==> src/cbl_pkg.sv <==
// package: constants, types and carriers for the channel status byte logic
package cbl_pkg;
    localparam int unsigned NSLOT = 4;
    localparam int unsigned NSET  = 2;

    // ---------------------------------------------
    // register offsets
    // ---------------------------------------------
    localparam logic [3:0] A_CTRL  = 4'h0;
    localparam logic [3:0] A_MIDCH = 4'h1;
    localparam logic [3:0] A_LCW1  = 4'h2;
    localparam logic [3:0] A_DATA  = 4'h3;
    localparam logic [3:0] A_ACK   = 4'h4;
    localparam logic [3:0] A_STAT  = 4'h5;
    localparam logic [3:0] A_INFO  = 4'h6;

    // ---------------------------------------------
    // field positions and reset values
    // ---------------------------------------------
    localparam int unsigned CT_TYPE_LO  = 0;
    localparam int unsigned CT_SYNC     = 2;
    localparam int unsigned CT_BURST    = 3;
    localparam int unsigned CT_SWITCHED = 4;
    localparam int unsigned CT_EXPORT   = 5;
    localparam int unsigned ACK_DS      = 0;
    localparam int unsigned ACK_END     = 1;
    localparam logic [7:0] CTRL_RST     = 8'h00;
    localparam logic [2:0] LCW1_RST     = 3'h0;

    // ---------------------------------------------
    // status byte bits and patterns
    // ---------------------------------------------
    localparam int unsigned SB_ATTN = 0;
    localparam int unsigned SB_SM   = 1;
    localparam int unsigned SB_CUE  = 2;
    localparam int unsigned SB_BUSY = 3;
    localparam int unsigned SB_CE   = 4;
    localparam int unsigned SB_DE   = 5;
    localparam int unsigned SB_UC   = 6;
    localparam int unsigned SB_UE   = 7;
    localparam logic [7:0] S_ZERO   = 8'h00;
    localparam logic [7:0] S_BUSY   = 8'h0e;
    localparam logic [7:0] S_SM     = 8'h02;
    localparam logic [7:0] S_UC     = 8'h40;
    localparam logic [7:0] S_CEDE   = 8'h30;

    // ---------------------------------------------
    // terminal types, commands, characters
    // ---------------------------------------------
    localparam logic [1:0] TT_TC1 = 2'h0;
    localparam logic [1:0] TT_TC2 = 2'h1;
    localparam logic [1:0] TT_TG2 = 2'h2;
    localparam logic [1:0] TT_TG1 = 2'h3;
    localparam logic [1:0] C_WR_LOW  = 2'h1;
    localparam logic [7:0] C_WRITE   = 8'h01;
    localparam logic [7:0] C_READ    = 8'h02;
    localparam logic [7:0] C_SENSE   = 8'h04;
    localparam logic [7:0] C_PREPARE = 8'h06;
    localparam logic [7:0] C_POLL    = 8'h09;
    localparam logic [7:0] C_INHIBIT = 8'h0a;
    localparam logic [7:0] C_SEARCH  = 8'h0e;
    localparam logic [7:0] C_ADRPREP = 8'h16;
    localparam logic [7:0] C_ENABLE  = 8'h27;
    localparam logic [7:0] C_DIAL    = 8'h29;
    localparam logic [7:0] C_DISABLE = 8'h2f;
    localparam logic [7:0] CH_EOT    = 8'h04;
    localparam logic [7:0] CH_FIGS   = 8'h1b;
    localparam logic [7:0] CH_LTRS   = 8'h1f;
    localparam logic [7:0] CH_H      = 8'h14;
    localparam logic [7:0] CH_N      = 8'h4e;

    typedef struct packed {
        logic       rx_valid;
        logic [7:0] rx_char;
        logic       start_bit;
        logic       halt;
        logic       stop;
        logic       dset_conn;
        logic       enable_on;
        logic       dial_done;
        logic       poll_pos;
        logic       sync_timeout;
        logic       poll_addr;
        logic       ctl_mode;
        logic       search_bad;
        logic       tx_take;
    } cbl_evt_t;

    typedef enum logic [1:0] {L_IDLE, L_RUN, L_END} cbl_state_t;
endpackage

==> src/cbl_char_buf.sv <==
// four-slot character buffer with running count and data-present flag
`timescale 1ns/10ps
`default_nettype none
module cbl_char_buf (
    input  wire logic       i_clk,
    input  wire logic       i_rst,
    input  wire logic       i_line_wr,
    input  wire logic [7:0] i_line_data,
    input  wire logic       i_take,
    input  wire logic       i_ch_wr,
    input  wire logic [7:0] i_ch_data,
    input  wire logic [1:0] i_sel,
    input  wire logic       i_clr,
    output logic      [7:0] o_sel_data,
    output logic      [7:0] o_cnt_data,
    output logic      [1:0] o_count,
    output logic            o_present,
    output logic            o_wrap
);
    logic [7:0] slot_r [cbl_pkg::NSLOT];
    logic [1:0] count_r;
    logic       present_r;
    wire        advance = i_line_wr || i_take;

    // ---------------------------------------------
    // slots
    // ---------------------------------------------
    for (genvar g = 0; g < cbl_pkg::NSLOT; g++) begin : g_slot
        always_ff @(posedge i_clk) begin
            if (i_rst)
                slot_r[g] <= '0;
            else if (i_line_wr && count_r == 2'(g))
                slot_r[g] <= i_line_data;
            else if (i_ch_wr && i_sel == 2'(g))
                slot_r[g] <= i_ch_data;
        end
    end

    // ---------------------------------------------
    // count and data flag
    // ---------------------------------------------
    always_ff @(posedge i_clk) begin
        if (i_rst) begin
            count_r   <= '0;
            present_r <= 1'b0;
        end else begin
            if (advance)
                count_r <= count_r + 2'h1;
            if (i_line_wr || i_ch_wr)
                present_r <= 1'b1;
            else if (i_clr)
                present_r <= 1'b0;
        end
    end

    assign o_sel_data = slot_r[i_sel];
    assign o_cnt_data = slot_r[count_r];
    assign o_count    = count_r;
    assign o_present  = present_r;
    assign o_wrap     = advance && count_r == 2'(cbl_pkg::NSLOT - 1);
endmodule
`default_nettype wire

==> src/cbl_status_unit.sv <==
// status byte generation and character buffering for one communication line
//
// Overview of operation
// - single mode serves one byte per service request; burst mode serves four.
// - able to attempt the command: initial status is all zeros.
// - busy control unit: initial status is modifier, control unit end and busy.
// - command parity error or invalid code: initial status is unit check.
// - test I/O gives modifier alone when idle, busy status when busy.
// - attention bit is never set.
// - modifier on poll response; sync lines add timeout and, on address prepare, polling address.
// - ending status always carries channel end with device end.
// - ending status unit check is set whenever any sense bit is on.
// - unusual endings add unit exception to channel and device end.
// - type II telegraph read ends unusual on end-of-transmission char.
// - type I telegraph read ends unusual on figures, middle char, letters.
// - type I control inhibit ends unusual on N in control mode.
// - search ends unusual on invalid command or figures-letters sequence.
// - write-type command accepted while line receiving ends unusual at once.
// - prepare halted before a valid start bit ends unusual.
// - enable halted before connection or enable latch ends unusual.
// - dial halted before all digits sent ends unusual.
// - four byte slots, channel slot chosen by control word character address.
// - two-bit count gives next slot for received and transmitted chars.
// - data flag is on while data is stored in the buffer.
// - second identical buffer set is used only with sync feature on.
// - data service flag raised when four chars (burst) or one char (single) are needed or ready.
// - ending flag raised while ending status waits for the channel.
`timescale 1ns/10ps
`default_nettype none
module cbl_status_unit (
    input  wire logic             i_clk,
    input  wire logic             i_rst,
    input  wire logic [3:0]       i_addr,
    input  wire logic [7:0]       i_wdata,
    input  wire logic             i_wr,
    input  wire logic             i_rd,
    output logic      [7:0]       o_rdata,
    input  wire logic             i_cmd_valid,
    input  wire logic [7:0]       i_cmd,
    input  wire logic             i_cmd_perr,
    input  wire logic             i_test_io,
    input  wire logic [7:0]       i_sense,
    input  wire cbl_pkg::cbl_evt_t i_evt,
    output logic                  o_init_valid,
    output logic      [7:0]       o_init_status,
    output logic                  o_end_flag,
    output logic      [7:0]       o_end_status,
    output logic                  o_data_service,
    output logic                  o_tx_valid,
    output logic      [7:0]       o_tx_char
);
    cbl_pkg::cbl_state_t state_r;
    logic [7:0] ctrl_r;
    logic [7:0] midch_r;
    logic [2:0] lcw1_r;
    logic [7:0] cmd_r;
    logic       wr_recv_r;
    logic       receiving_r;
    logic       start_seen_r;
    logic       conn_seen_r;
    logic       en_seen_r;
    logic       dial_seen_r;
    logic       sm_r;
    logic [7:0] prev1_r;
    logic [7:0] prev2_r;

    // ---------------------------------------------
    // register decode
    // ---------------------------------------------
    wire wr_ctrl  = i_wr && i_addr == cbl_pkg::A_CTRL;
    wire wr_midch = i_wr && i_addr == cbl_pkg::A_MIDCH;
    wire wr_lcw1  = i_wr && i_addr == cbl_pkg::A_LCW1;
    wire wr_data  = i_wr && i_addr == cbl_pkg::A_DATA;
    wire wr_ack   = i_wr && i_addr == cbl_pkg::A_ACK;
    wire rd_data  = i_rd && i_addr == cbl_pkg::A_DATA;
    wire ack_ds   = wr_ack && i_wdata[cbl_pkg::ACK_DS];
    wire ack_end  = wr_ack && i_wdata[cbl_pkg::ACK_END];

    wire [1:0] term     = ctrl_r[cbl_pkg::CT_TYPE_LO +: 2];
    wire       sync_on  = ctrl_r[cbl_pkg::CT_SYNC];
    wire       burst    = ctrl_r[cbl_pkg::CT_BURST];
    wire       switched = ctrl_r[cbl_pkg::CT_SWITCHED];
    wire       export_c = ctrl_r[cbl_pkg::CT_EXPORT];
    wire       tc1      = term == cbl_pkg::TT_TC1;
    wire       tg1      = term == cbl_pkg::TT_TG1;
    wire       tg2      = term == cbl_pkg::TT_TG2;

    // ---------------------------------------------
    // initial selection
    // ---------------------------------------------
    wire busy     = state_r != cbl_pkg::L_IDLE;
    wire code_ok  = i_cmd == cbl_pkg::C_WRITE || i_cmd == cbl_pkg::C_READ
                 || i_cmd == cbl_pkg::C_SENSE || i_cmd == cbl_pkg::C_PREPARE
                 || i_cmd == cbl_pkg::C_POLL || i_cmd == cbl_pkg::C_INHIBIT
                 || i_cmd == cbl_pkg::C_SEARCH || i_cmd == cbl_pkg::C_ADRPREP
                 || i_cmd == cbl_pkg::C_ENABLE || i_cmd == cbl_pkg::C_DIAL
                 || i_cmd == cbl_pkg::C_DISABLE;
    wire cmd_bad  = i_cmd_perr || !code_ok;
    wire accept   = i_cmd_valid && !busy && !i_test_io && !cmd_bad;
    wire new_wr   = i_cmd[1:0] == cbl_pkg::C_WR_LOW;
    wire [7:0] init_stat = busy ? cbl_pkg::S_BUSY
                         : i_test_io ? cbl_pkg::S_SM
                         : cmd_bad ? cbl_pkg::S_UC
                         : cbl_pkg::S_ZERO;

    // ---------------------------------------------
    // ending conditions
    // ---------------------------------------------
    wire running = state_r == cbl_pkg::L_RUN;
    wire is_wr   = cmd_r[1:0] == cbl_pkg::C_WR_LOW;
    wire rx_ok   = running && i_evt.rx_valid;
    wire [7:0] mid_ch = export_c ? midch_r : cbl_pkg::CH_H;
    wire fhl     = rx_ok && prev2_r == cbl_pkg::CH_FIGS && prev1_r == mid_ch
                && i_evt.rx_char == cbl_pkg::CH_LTRS;
    wire ue_read = cmd_r == cbl_pkg::C_READ
                && ((tg2 && rx_ok && i_evt.rx_char == cbl_pkg::CH_EOT) || (tg1 && fhl));
    wire ue_inh  = cmd_r == cbl_pkg::C_INHIBIT && tc1 && i_evt.ctl_mode
                && rx_ok && i_evt.rx_char == cbl_pkg::CH_N;
    wire ue_srch = cmd_r == cbl_pkg::C_SEARCH && running
                && (((tc1 || tg2) && i_evt.search_bad) || (tg1 && fhl));
    wire halt    = running && i_evt.halt;
    wire prep_nb = cmd_r == cbl_pkg::C_PREPARE && !(start_seen_r || i_evt.start_bit);
    wire enab_nc = cmd_r == cbl_pkg::C_ENABLE
                && (switched ? !(conn_seen_r || i_evt.dset_conn)
                             : !(en_seen_r || i_evt.enable_on));
    wire dial_nd = cmd_r == cbl_pkg::C_DIAL && !(dial_seen_r || i_evt.dial_done);
    wire ue_halt = halt && (prep_nb || enab_nc || dial_nd);
    wire ue_now  = (running && wr_recv_r) || ue_read || ue_inh || ue_srch || ue_halt;
    wire end_now = ue_now || halt || (running && i_evt.stop);
    wire sm_now  = sm_r || (running && (i_evt.poll_pos || (sync_on && (i_evt.sync_timeout
                || (cmd_r == cbl_pkg::C_ADRPREP && i_evt.poll_addr)))));
    wire [7:0] end_stat;
    assign end_stat[cbl_pkg::SB_ATTN] = 1'b0;
    assign end_stat[cbl_pkg::SB_SM]   = sm_now;
    assign end_stat[cbl_pkg::SB_CUE]  = 1'b0;
    assign end_stat[cbl_pkg::SB_BUSY] = 1'b0;
    assign end_stat[cbl_pkg::SB_CE]   = 1'b1;
    assign end_stat[cbl_pkg::SB_DE]   = 1'b1;
    assign end_stat[cbl_pkg::SB_UC]   = |i_sense;
    assign end_stat[cbl_pkg::SB_UE]   = ue_now;

    // ---------------------------------------------
    // buffer sets
    // ---------------------------------------------
    wire       set_sel = sync_on;
    wire       line_wr = rx_ok && !is_wr;
    wire       take    = running && is_wr && i_evt.tx_take;
    logic [7:0] sel_data [cbl_pkg::NSET];
    logic [7:0] cnt_data [cbl_pkg::NSET];
    logic [1:0] count    [cbl_pkg::NSET];
    logic       present  [cbl_pkg::NSET];
    logic       wrap     [cbl_pkg::NSET];

    for (genvar s = 0; s < cbl_pkg::NSET; s++) begin : g_set
        wire act = set_sel == 1'(s);
        cbl_char_buf u_buf (
            .i_clk       (i_clk),
            .i_rst       (i_rst),
            .i_line_wr   (act && line_wr),
            .i_line_data (i_evt.rx_char),
            .i_take      (act && take),
            .i_ch_wr     (act && wr_data),
            .i_ch_data   (i_wdata),
            .i_sel       (lcw1_r[1:0]),
            .i_clr       (act && ack_ds),
            .o_sel_data  (sel_data[s]),
            .o_cnt_data  (cnt_data[s]),
            .o_count     (count[s]),
            .o_present   (present[s]),
            .o_wrap      (wrap[s])
        );
    end

    wire advance = line_wr || take;
    wire ds_set  = burst ? wrap[set_sel] : advance;

    // ---------------------------------------------
    // read mux
    // ---------------------------------------------
    wire [7:0] info = {2'h0, receiving_r, o_end_flag, o_data_service,
                       present[set_sel], count[set_sel]};
    wire [7:0] rd_mux = i_addr == cbl_pkg::A_CTRL  ? ctrl_r
                      : i_addr == cbl_pkg::A_MIDCH ? midch_r
                      : i_addr == cbl_pkg::A_LCW1  ? {5'h00, lcw1_r}
                      : rd_data                    ? sel_data[set_sel]
                      : i_addr == cbl_pkg::A_STAT  ? o_end_status
                      : i_addr == cbl_pkg::A_INFO  ? info
                      : 8'h00;

    // ---------------------------------------------
    // registers
    // ---------------------------------------------
    always_ff @(posedge i_clk) begin
        if (i_rst) begin
            ctrl_r  <= cbl_pkg::CTRL_RST;
            midch_r <= cbl_pkg::CH_H;
            lcw1_r  <= cbl_pkg::LCW1_RST;
            o_rdata <= 8'h00;
        end else begin
            if (wr_ctrl)
                ctrl_r <= i_wdata;
            if (wr_midch)
                midch_r <= i_wdata;
            if (wr_lcw1)
                lcw1_r <= i_wdata[2:0];
            if (i_rd)
                o_rdata <= rd_mux;
        end
    end

    always_ff @(posedge i_clk) begin
        if (i_rst) begin
            o_init_valid  <= 1'b0;
            o_init_status <= 8'h00;
        end else begin
            o_init_valid <= i_cmd_valid;
            if (i_cmd_valid)
                o_init_status <= init_stat;
        end
    end

    // ---------------------------------------------
    // command sequence
    // ---------------------------------------------
    always_ff @(posedge i_clk) begin
        if (i_rst) begin
            state_r      <= cbl_pkg::L_IDLE;
            cmd_r        <= 8'h00;
            wr_recv_r    <= 1'b0;
            o_end_flag   <= 1'b0;
            o_end_status <= 8'h00;
        end else begin
            case (state_r)
                cbl_pkg::L_IDLE: begin
                    if (accept) begin
                        state_r   <= cbl_pkg::L_RUN;
                        cmd_r     <= i_cmd;
                        wr_recv_r <= new_wr && receiving_r;
                    end
                end
                cbl_pkg::L_RUN: begin
                    if (end_now) begin
                        state_r      <= cbl_pkg::L_END;
                        o_end_flag   <= 1'b1;
                        o_end_status <= end_stat;
                        wr_recv_r    <= 1'b0;
                    end
                end
                cbl_pkg::L_END: begin
                    if (ack_end) begin
                        state_r    <= cbl_pkg::L_IDLE;
                        o_end_flag <= 1'b0;
                    end
                end
                default: state_r <= cbl_pkg::L_IDLE;
            endcase
        end
    end

    // ---------------------------------------------
    // line tracking
    // ---------------------------------------------
    always_ff @(posedge i_clk) begin
        if (i_rst) begin
            receiving_r  <= 1'b0;
            start_seen_r <= 1'b0;
            conn_seen_r  <= 1'b0;
            en_seen_r    <= 1'b0;
            dial_seen_r  <= 1'b0;
            sm_r         <= 1'b0;
            prev1_r      <= 8'h00;
            prev2_r      <= 8'h00;
        end else begin
            if (i_evt.start_bit)
                receiving_r <= 1'b1;
            else if (running && end_now && !is_wr)
                receiving_r <= 1'b0;
            if (accept) begin
                start_seen_r <= 1'b0;
                conn_seen_r  <= 1'b0;
                en_seen_r    <= 1'b0;
                dial_seen_r  <= 1'b0;
                sm_r         <= 1'b0;
            end else if (running) begin
                start_seen_r <= start_seen_r || i_evt.start_bit;
                conn_seen_r  <= conn_seen_r || i_evt.dset_conn;
                en_seen_r    <= en_seen_r || i_evt.enable_on;
                dial_seen_r  <= dial_seen_r || i_evt.dial_done;
                sm_r         <= sm_now;
            end
            if (rx_ok) begin
                prev1_r <= i_evt.rx_char;
                prev2_r <= prev1_r;
            end
        end
    end

    always_ff @(posedge i_clk) begin
        if (i_rst) begin
            o_data_service <= 1'b0;
            o_tx_valid     <= 1'b0;
            o_tx_char      <= 8'h00;
        end else begin
            if (ds_set)
                o_data_service <= 1'b1;
            else if (ack_ds)
                o_data_service <= 1'b0;
            o_tx_valid <= take;
            if (take)
                o_tx_char <= cnt_data[set_sel];
        end
    end
endmodule
`default_nettype wire

==> config.mk <==
export PLATFORM = sky130hd
export DESIGN_NAME = cbl_status_unit
export DESIGN_NICKNAME = d
export VERILOG_FILES = /design/src/cbl_pkg.sv /design/src/cbl_char_buf.sv /design/src/cbl_status_unit.sv
export SDC_FILE = /design/constraint.sdc
export NUM_CORES = 1
export LEC_CHECK = 0
export BUFFER_PORTS_ARGS = -buffer_cell sky130_fd_sc_hd__buf_2
export CORE_UTILIZATION = 42
export DETAILED_ROUTE_END_ITERATION = 12
export GPL_ROUTABILITY_DRIVEN = 0
export PLACE_DENSITY_LB_ADDON = 0.1
export SLEW_MARGIN = 20
export SYNTH_ARGS = -nofsm -noshare
export SYNTH_HDL_FRONTEND = slang
export SYNTH_SLANG_ARGS = --single-unit
==> constraint.sdc <==
create_clock -name i_clk -period 6.4 [get_ports i_clk]
set_input_delay 0.64 -clock i_clk [delete_from_list [all_inputs] [get_ports i_clk]]
set_output_delay 0.64 -clock i_clk [all_outputs]
set_load 0.01 [all_outputs]
# [After elaboration in Yosys (flattened, before gate mapping)]
# Memories as Yosys holds them, arrays and structs flattened. A register that Yosys moved wholly into a read port is not among the register bits.
# Cells that the tools add are included.
[totals] ff_bits=91 ram_bits=64 out_inout_bits=36 elab_cells=354 memories=2
[op_classes] addsub=2 magnitude_cmp=1 n_eq_ne=47 mux=127 bitwise=18 reduce_logical=131
[memory_table] name="g_set[0].u_buf.slot_r" words=4 width=8 read_ports=2 rd_ports_with_merged_regs=2 wr=4 line="cbl_char_buf.sv:20" rtl="logic [7:0] slot_r [cbl_pkg::NSLOT];"
[memory_table] name="g_set[1].u_buf.slot_r" words=4 width=8 read_ports=2 rd_ports_with_merged_regs=2 wr=4 line="cbl_char_buf.sv:20"
[ops] operator="$mux 8" count=28
[ops] operator="$mux 1" count=78
[ops] operator="$logic_and 1x1->1" count=68
[ops] operator="$eq 8x4->1 const B" count=5
[ops] operator="$eq 8x6->1 const B" count=5
[ops] operator="$logic_or 1x1->1" count=34
[ops] operator="$eq 8x3->1 const B" count=4
[ops] operator="$eq 8x5->1 const B" count=4
[ops] operator="$mux 2" count=14
[ops] operator="$mux 7" count=3
[ops] operator="$eq 2x2->1 const B" count=9
[ops] operator="$eq 8x2->1 const B" count=2
[ops] operator="$or 1x1->1" count=16
[ops] operator="$reduce_bool 2->1" count=7
[ops] operator="$eq 2x1->1 const B" count=6
[ops] operator="$eq 4x3->1 const B" count=3
[ops] operator="$logic_not 2->1" count=5
[ops] operator="$logic_not 1->1" count=9
[ops] operator="$reduce_and 3->1" count=3
[ops] operator="$eq 4x2->1 const B" count=2
[ops] operator="$eq 8x1->1 const B" count=1
[ops] operator="$eq 8x7->1 const B" count=1
[ops] operator="$eq 8x8->1" count=1
[ops] operator="$reduce_or 8->1" count=1
[ops] operator="other kinds (13)" count=17

# [Logic depth before layout (Yosys ltp)]
[depth] word_depth=18 ltp_mapped=9 mapped_depth_nobuf=6

# [By module]
# From an unflattened synthesis, not the netlist that was laid out.
[hier_totals] hier_cells=826 area_unflattened_um2=8414.3
[by_module_without_submodules] module="cbl_status_unit" instances=1 cells_each=498 area_each_um2=4000.1
[by_module_without_submodules] module="cbl_char_buf at g_set[0].u_buf" instances=1 cells_each=165 area_each_um2=2242.2
[by_module_without_submodules] module="cbl_char_buf at g_set[1].u_buf" instances=1 cells_each=163 area_each_um2=2172.1

# [Worst setup path before layout]
# No wires, ideal clock.
[synth_path] path_kind="input to register" from="input i_addr[3]" to="memory g_set[0].u_buf.slot_r[2][0], enable pin" t_arrival_ps=2269 t_required_ps=6074 slack_ps=3805 stages=8 path_cell_list="buf_6 nor2_4 and3_1 buf_4 nand2_1 or2_2 a211oi_2 a211o_1"
[synth_rtl] element="start, declared" line="cbl_status_unit.sv:33" rtl="input wire logic [3:0] i_addr,"
[synth_rtl] element="end, declared" line="cbl_char_buf.sv:20"

==> metrics.csv <==
stage,metric,value,unit
outcome,status,"complete, no violations",
min_path,HP Class,in2reg,
yosys,Synth Register Bits,155,
cells_and_area,layout cells sized above 1,21.7,%
yosys,dominant cells by area after synthesis,"edfxtp_1 (24%), dfxtp_1 (22%), mux4_2 (8.8%)",
yosys,Netlist cell types,72,
yosys,"area leader, netlist",edfxtp_1,
drt,DRC viols,0,
sta,Final Skew,8.83,ps
drt,First-pass DRT Iterations,7,
cells_and_area,Filler Cell Count,1776,
clock_tree,Clock transition at path regs,60,ps
clock_tree,hold buffer count at CTS,0,
worst_setup_path,Worst R2R End,g_set[0].u_buf.slot_r[2][7],
sta,period utilization,45.7,%
sta,Slew headroom,28.5,%
global_route,largest net degree at the start of global routing,97,
yosys,Syn. warnings,0,
clock_tree,latest clock arrival within the worst-skew pair,440,ps
sta,Final min period,2920,ps
power_and_ir_drop,power per cell area,239,mW/mm^2
worst_setup_path,reg2reg setup slack,3480,ps
floorplanning,die width,141,um
global_route,overall global routing resource usage,25.4,%
clock_tree,CTS tree,done,
yosys,Post-Synthesis Mean Instance Area,10.6,um^2
cells_and_area,Antenna Cells,0,
power_and_ir_drop,Clock power frac,44.8,%
global_route,vias in the first global route,5950,
floorplanning,Die ar.,0.0200,mm^2
power_and_ir_drop,Worst VDD drop,170,uV
drt,total number of vias,6484,
worst_setup_path,crit path DAT,3080,ps
sta,Pins Over Slew Limit,0,
drt,Met2 Wirelength,11100,um
floorplanning,core box area,0.0189,mm^2
floorplanning,row cnt,50,
min_path,Worst Hold End,dial_seen_r,
floorplanning,starting density of the core,43.2,%
place,DP HPWL,17700,um
cells_and_area,Area Overhead vs Synth,12.5,%
yosys,async set or reset register ratio after synthesis,0,%
min_path,worst hold start,i_evt[6],
clock_tree,clock sinks,155,
worst_setup_path,CP Data Required Time,6550,ps
clock_tree,Max clock buf depth,2,
sta,fmax,342,MHz
power_and_ir_drop,total power,2.19,mW
worst_setup_path,Crit Path Class,reg2reg,
sta,WHS,442,ps
global_route,GRT overflow,0,
place,worst slack after detailed placement,3350,ps
global_route,initial antenna violation count,1,
min_path,worst hold stages,3,
clock_tree,CTS Buf Count,17,
drt,Met1 Wirelength,11400,um
sta,setup TNS,0,ps
clock_tree,Setup Buffers After CTS,0,
power_and_ir_drop,cell internal pwr,1.64,mW
yosys,sequential share of the synthesized area,45.9,%
job,total of max-cap violations,0,
power_and_ir_drop,Sw Share,25.4,%
sta,Final Hold Viols,0,
drt,DRT iter0 DRCs,809,
yosys,Yosys top cell area share,23.6,%
yosys,Post-Synthesis Cells,769,
drt,DR WL met3,1700,um
power_and_ir_drop,Gate power share,6.7,%
sta,Worst Tran Pin Value,1070,ps
sta,RSZ-0062 raised after global routing,no,
yosys,Mapped Area,0.00816,mm^2
drt,DR vias/cell,6.00,
clock_tree,root buf cell,clkbuf_16,
drt,ANT nets after route,0,
yosys,Post-synth top flop,dfxtp_1,
floorplanning,# IOs,92,
drt,drt total wl,24700,um
power_and_ir_drop,NetSw,0.557,mW
worst_setup_path,CP Max Fanout,18,
power_and_ir_drop,Leakage,3.37,nW
place,PortBufs,84,
clock_tree,PostCTS Resize Cnt,0,
cells_and_area,Final Net Count,872,
yosys,Post-synth EDFFs,64,
drt,WL/cell,22.9,um
global_route,first-pass GRT wire length,36800,um
floorplanning,die height,141,um
sta,PnR worst setup slack,3480,ps
sta,final-report setup violation count,0,
power_and_ir_drop,register share of total power,48.5,%
drt,top layer in use,met4,
worst_setup_path,Critical R2R Launch,state_r[0],
worst_setup_path,cell depth of the worst flop-to-flop path,5,
worst_setup_path,Worst setup SP type,flop,
clock_tree,H-tree depth,4,
worst_setup_path,crit end category,flop,
-- worst max-delay path by stage --
stage	slack, ps	cells past startpoint	end	start
6_report	3480	5	g_set[0].u_buf.slot_r[2][7]	state_r[0]
5_1_grt	3330	5	g_set[0].u_buf.slot_r[2][7]	state_r[0]
4_1_cts	3530	5	g_set[0].u_buf.slot_r[2][7]	state_r[0]
3_5_place_dp	3350	6	g_set[0].u_buf.slot_r[2][6]	i_evt[20]
3_3_place_gp	3440	6	g_set[0].u_buf.slot_r[2][3]	i_evt[20]
2_1_floorplan	3800	8	g_set[0].u_buf.slot_r[2][0]	i_addr[3]
-- per-layer routing --
metal  global-route usage, %  up-vias
met2                    38.4      322
met5                       0        -
met1                    37.0     3144
met3                    3.75       26
met4                    9.15        0
li1                        -     2992
-- cell usage in the layout, fill, tap and decap left out, types with 4 or more instances in the layout --
cell / instances
nand4_1: 5
nor3_1: 17
nor2b_1: 10
a221oi_1: 5
conb_1: 7
a31oi_1: 4
clkbuf_16: 17
inv_1: 13
a21oi_1: 42
a211oi_2: 5
a211o_1: 7
o22ai_1: 4
and3_1: 7
inv_6: 4
a22o_1: 64
nand2b_1: 8
o21ai_0: 17
and2_0: 6
edfxtp_1: 64
nor2_1: 76
nand2_1: 66
inv_4: 4
mux4_2: 32
a211oi_1: 16
nand3_1: 18
xnor2_1: 5
mux2_2: 5
dfxtp_1: 91
ha_1: 8
mux2i_1: 35
buf_2: 83
-- synth_stat cells (4+ instances only) --
cell type   n
a211o_1     7
a211oi_1   16
a211oi_2    5
a21oi_1    42
a221oi_1    5
a22o_1     64
a31oi_1     4
and2_0      6
and3_1      7
buf_1      15
buf_2       7
buf_4      10
clkbuf_1   38
dfxtp_1    91
edfxtp_1   64
ha_1        8
inv_1      13
mux2_2      5
mux2i_1    35
mux4_2     32
nand2_1    66
nand2b_1    8
nand3_1    18
nand4_1     5
nor2_1     76
nor2b_1    10
nor3_1     17
o21ai_0    17
o22ai_1     4
xnor2_1     5
-- power groups by stage --
stage                     registers, mW  logic, mW  clock network (mW)
after floorplan                    1.08     0.0861                   0
after CTS                          1.06      0.145               0.994
after detailed placement           1.09      0.144                   0
after global placement             1.08      0.142                   0
after global routing               1.07      0.156                1.03
final                              1.06      0.146               0.984
-- registers in the layout, indices dropped and copies added (netlist names), 2 cells and up, named ones only --
signal and cells:
o_tx_char 8, ctrl_r 8, g_set.u_buf.o_count 4, g_set.u_buf.o_present 2
o_rdata 8, o_init_status 3, cmd_r 8, lcw1_r 3
prev2_r 8, g_set.u_buf.slot_r 64, prev1_r 8, o_end_status 4
midch_r 8, state_r 2
-- logic make-up (layout without fill, tap and decap cells) --
| family | after synthesis | in the layout | synth area share, % |
|---|---|---|---|
| mux | 72 | 72 | 13.8 |
| buf+inv | 85 | 131 | 4.59 |
| compound gates | 192 | 192 | 18.3 |
| xor+xnor | 6 | 6 | 0.644 |
| other cells | 1 | 7 | 0.0460 |
| simple gates | 250 | 250 | 15.4 |
| flops | 155 | 155 | 45.9 |
| fa+ha+maj | 8 | 8 | 1.23 |
-- cell type report --
cell class	count	area [um^2]	share of cell area (%)
flip-flops and latches	155	3740	40.8
multi-input cells	535	4060	44.2
inverters	13	48.8	0.532
clock inverters	15	136	1.49
clock buffers	17	425	4.64
well taps	260	325	3.54
repair buffers	86	438	4.77
-- through the flow --
step                      util (%)  cells  area (um^2)
after CTS                     48.6   1081         9180
after global placement        45.6   1049         8620
after detailed placement      45.6   1049         8620
final                         48.6   1081         9180
after floorplan                  -    775         8180
after global routing          48.6   1081         9180
-- critical path: stages, from the launching register on --
cell and delay, ps:
dfxtp_1 500, and3b_1 740, nand2_1 260, nor2_2 440, a211oi_2 250, a211o_1 440
Power figures use the tool's default switching activity.
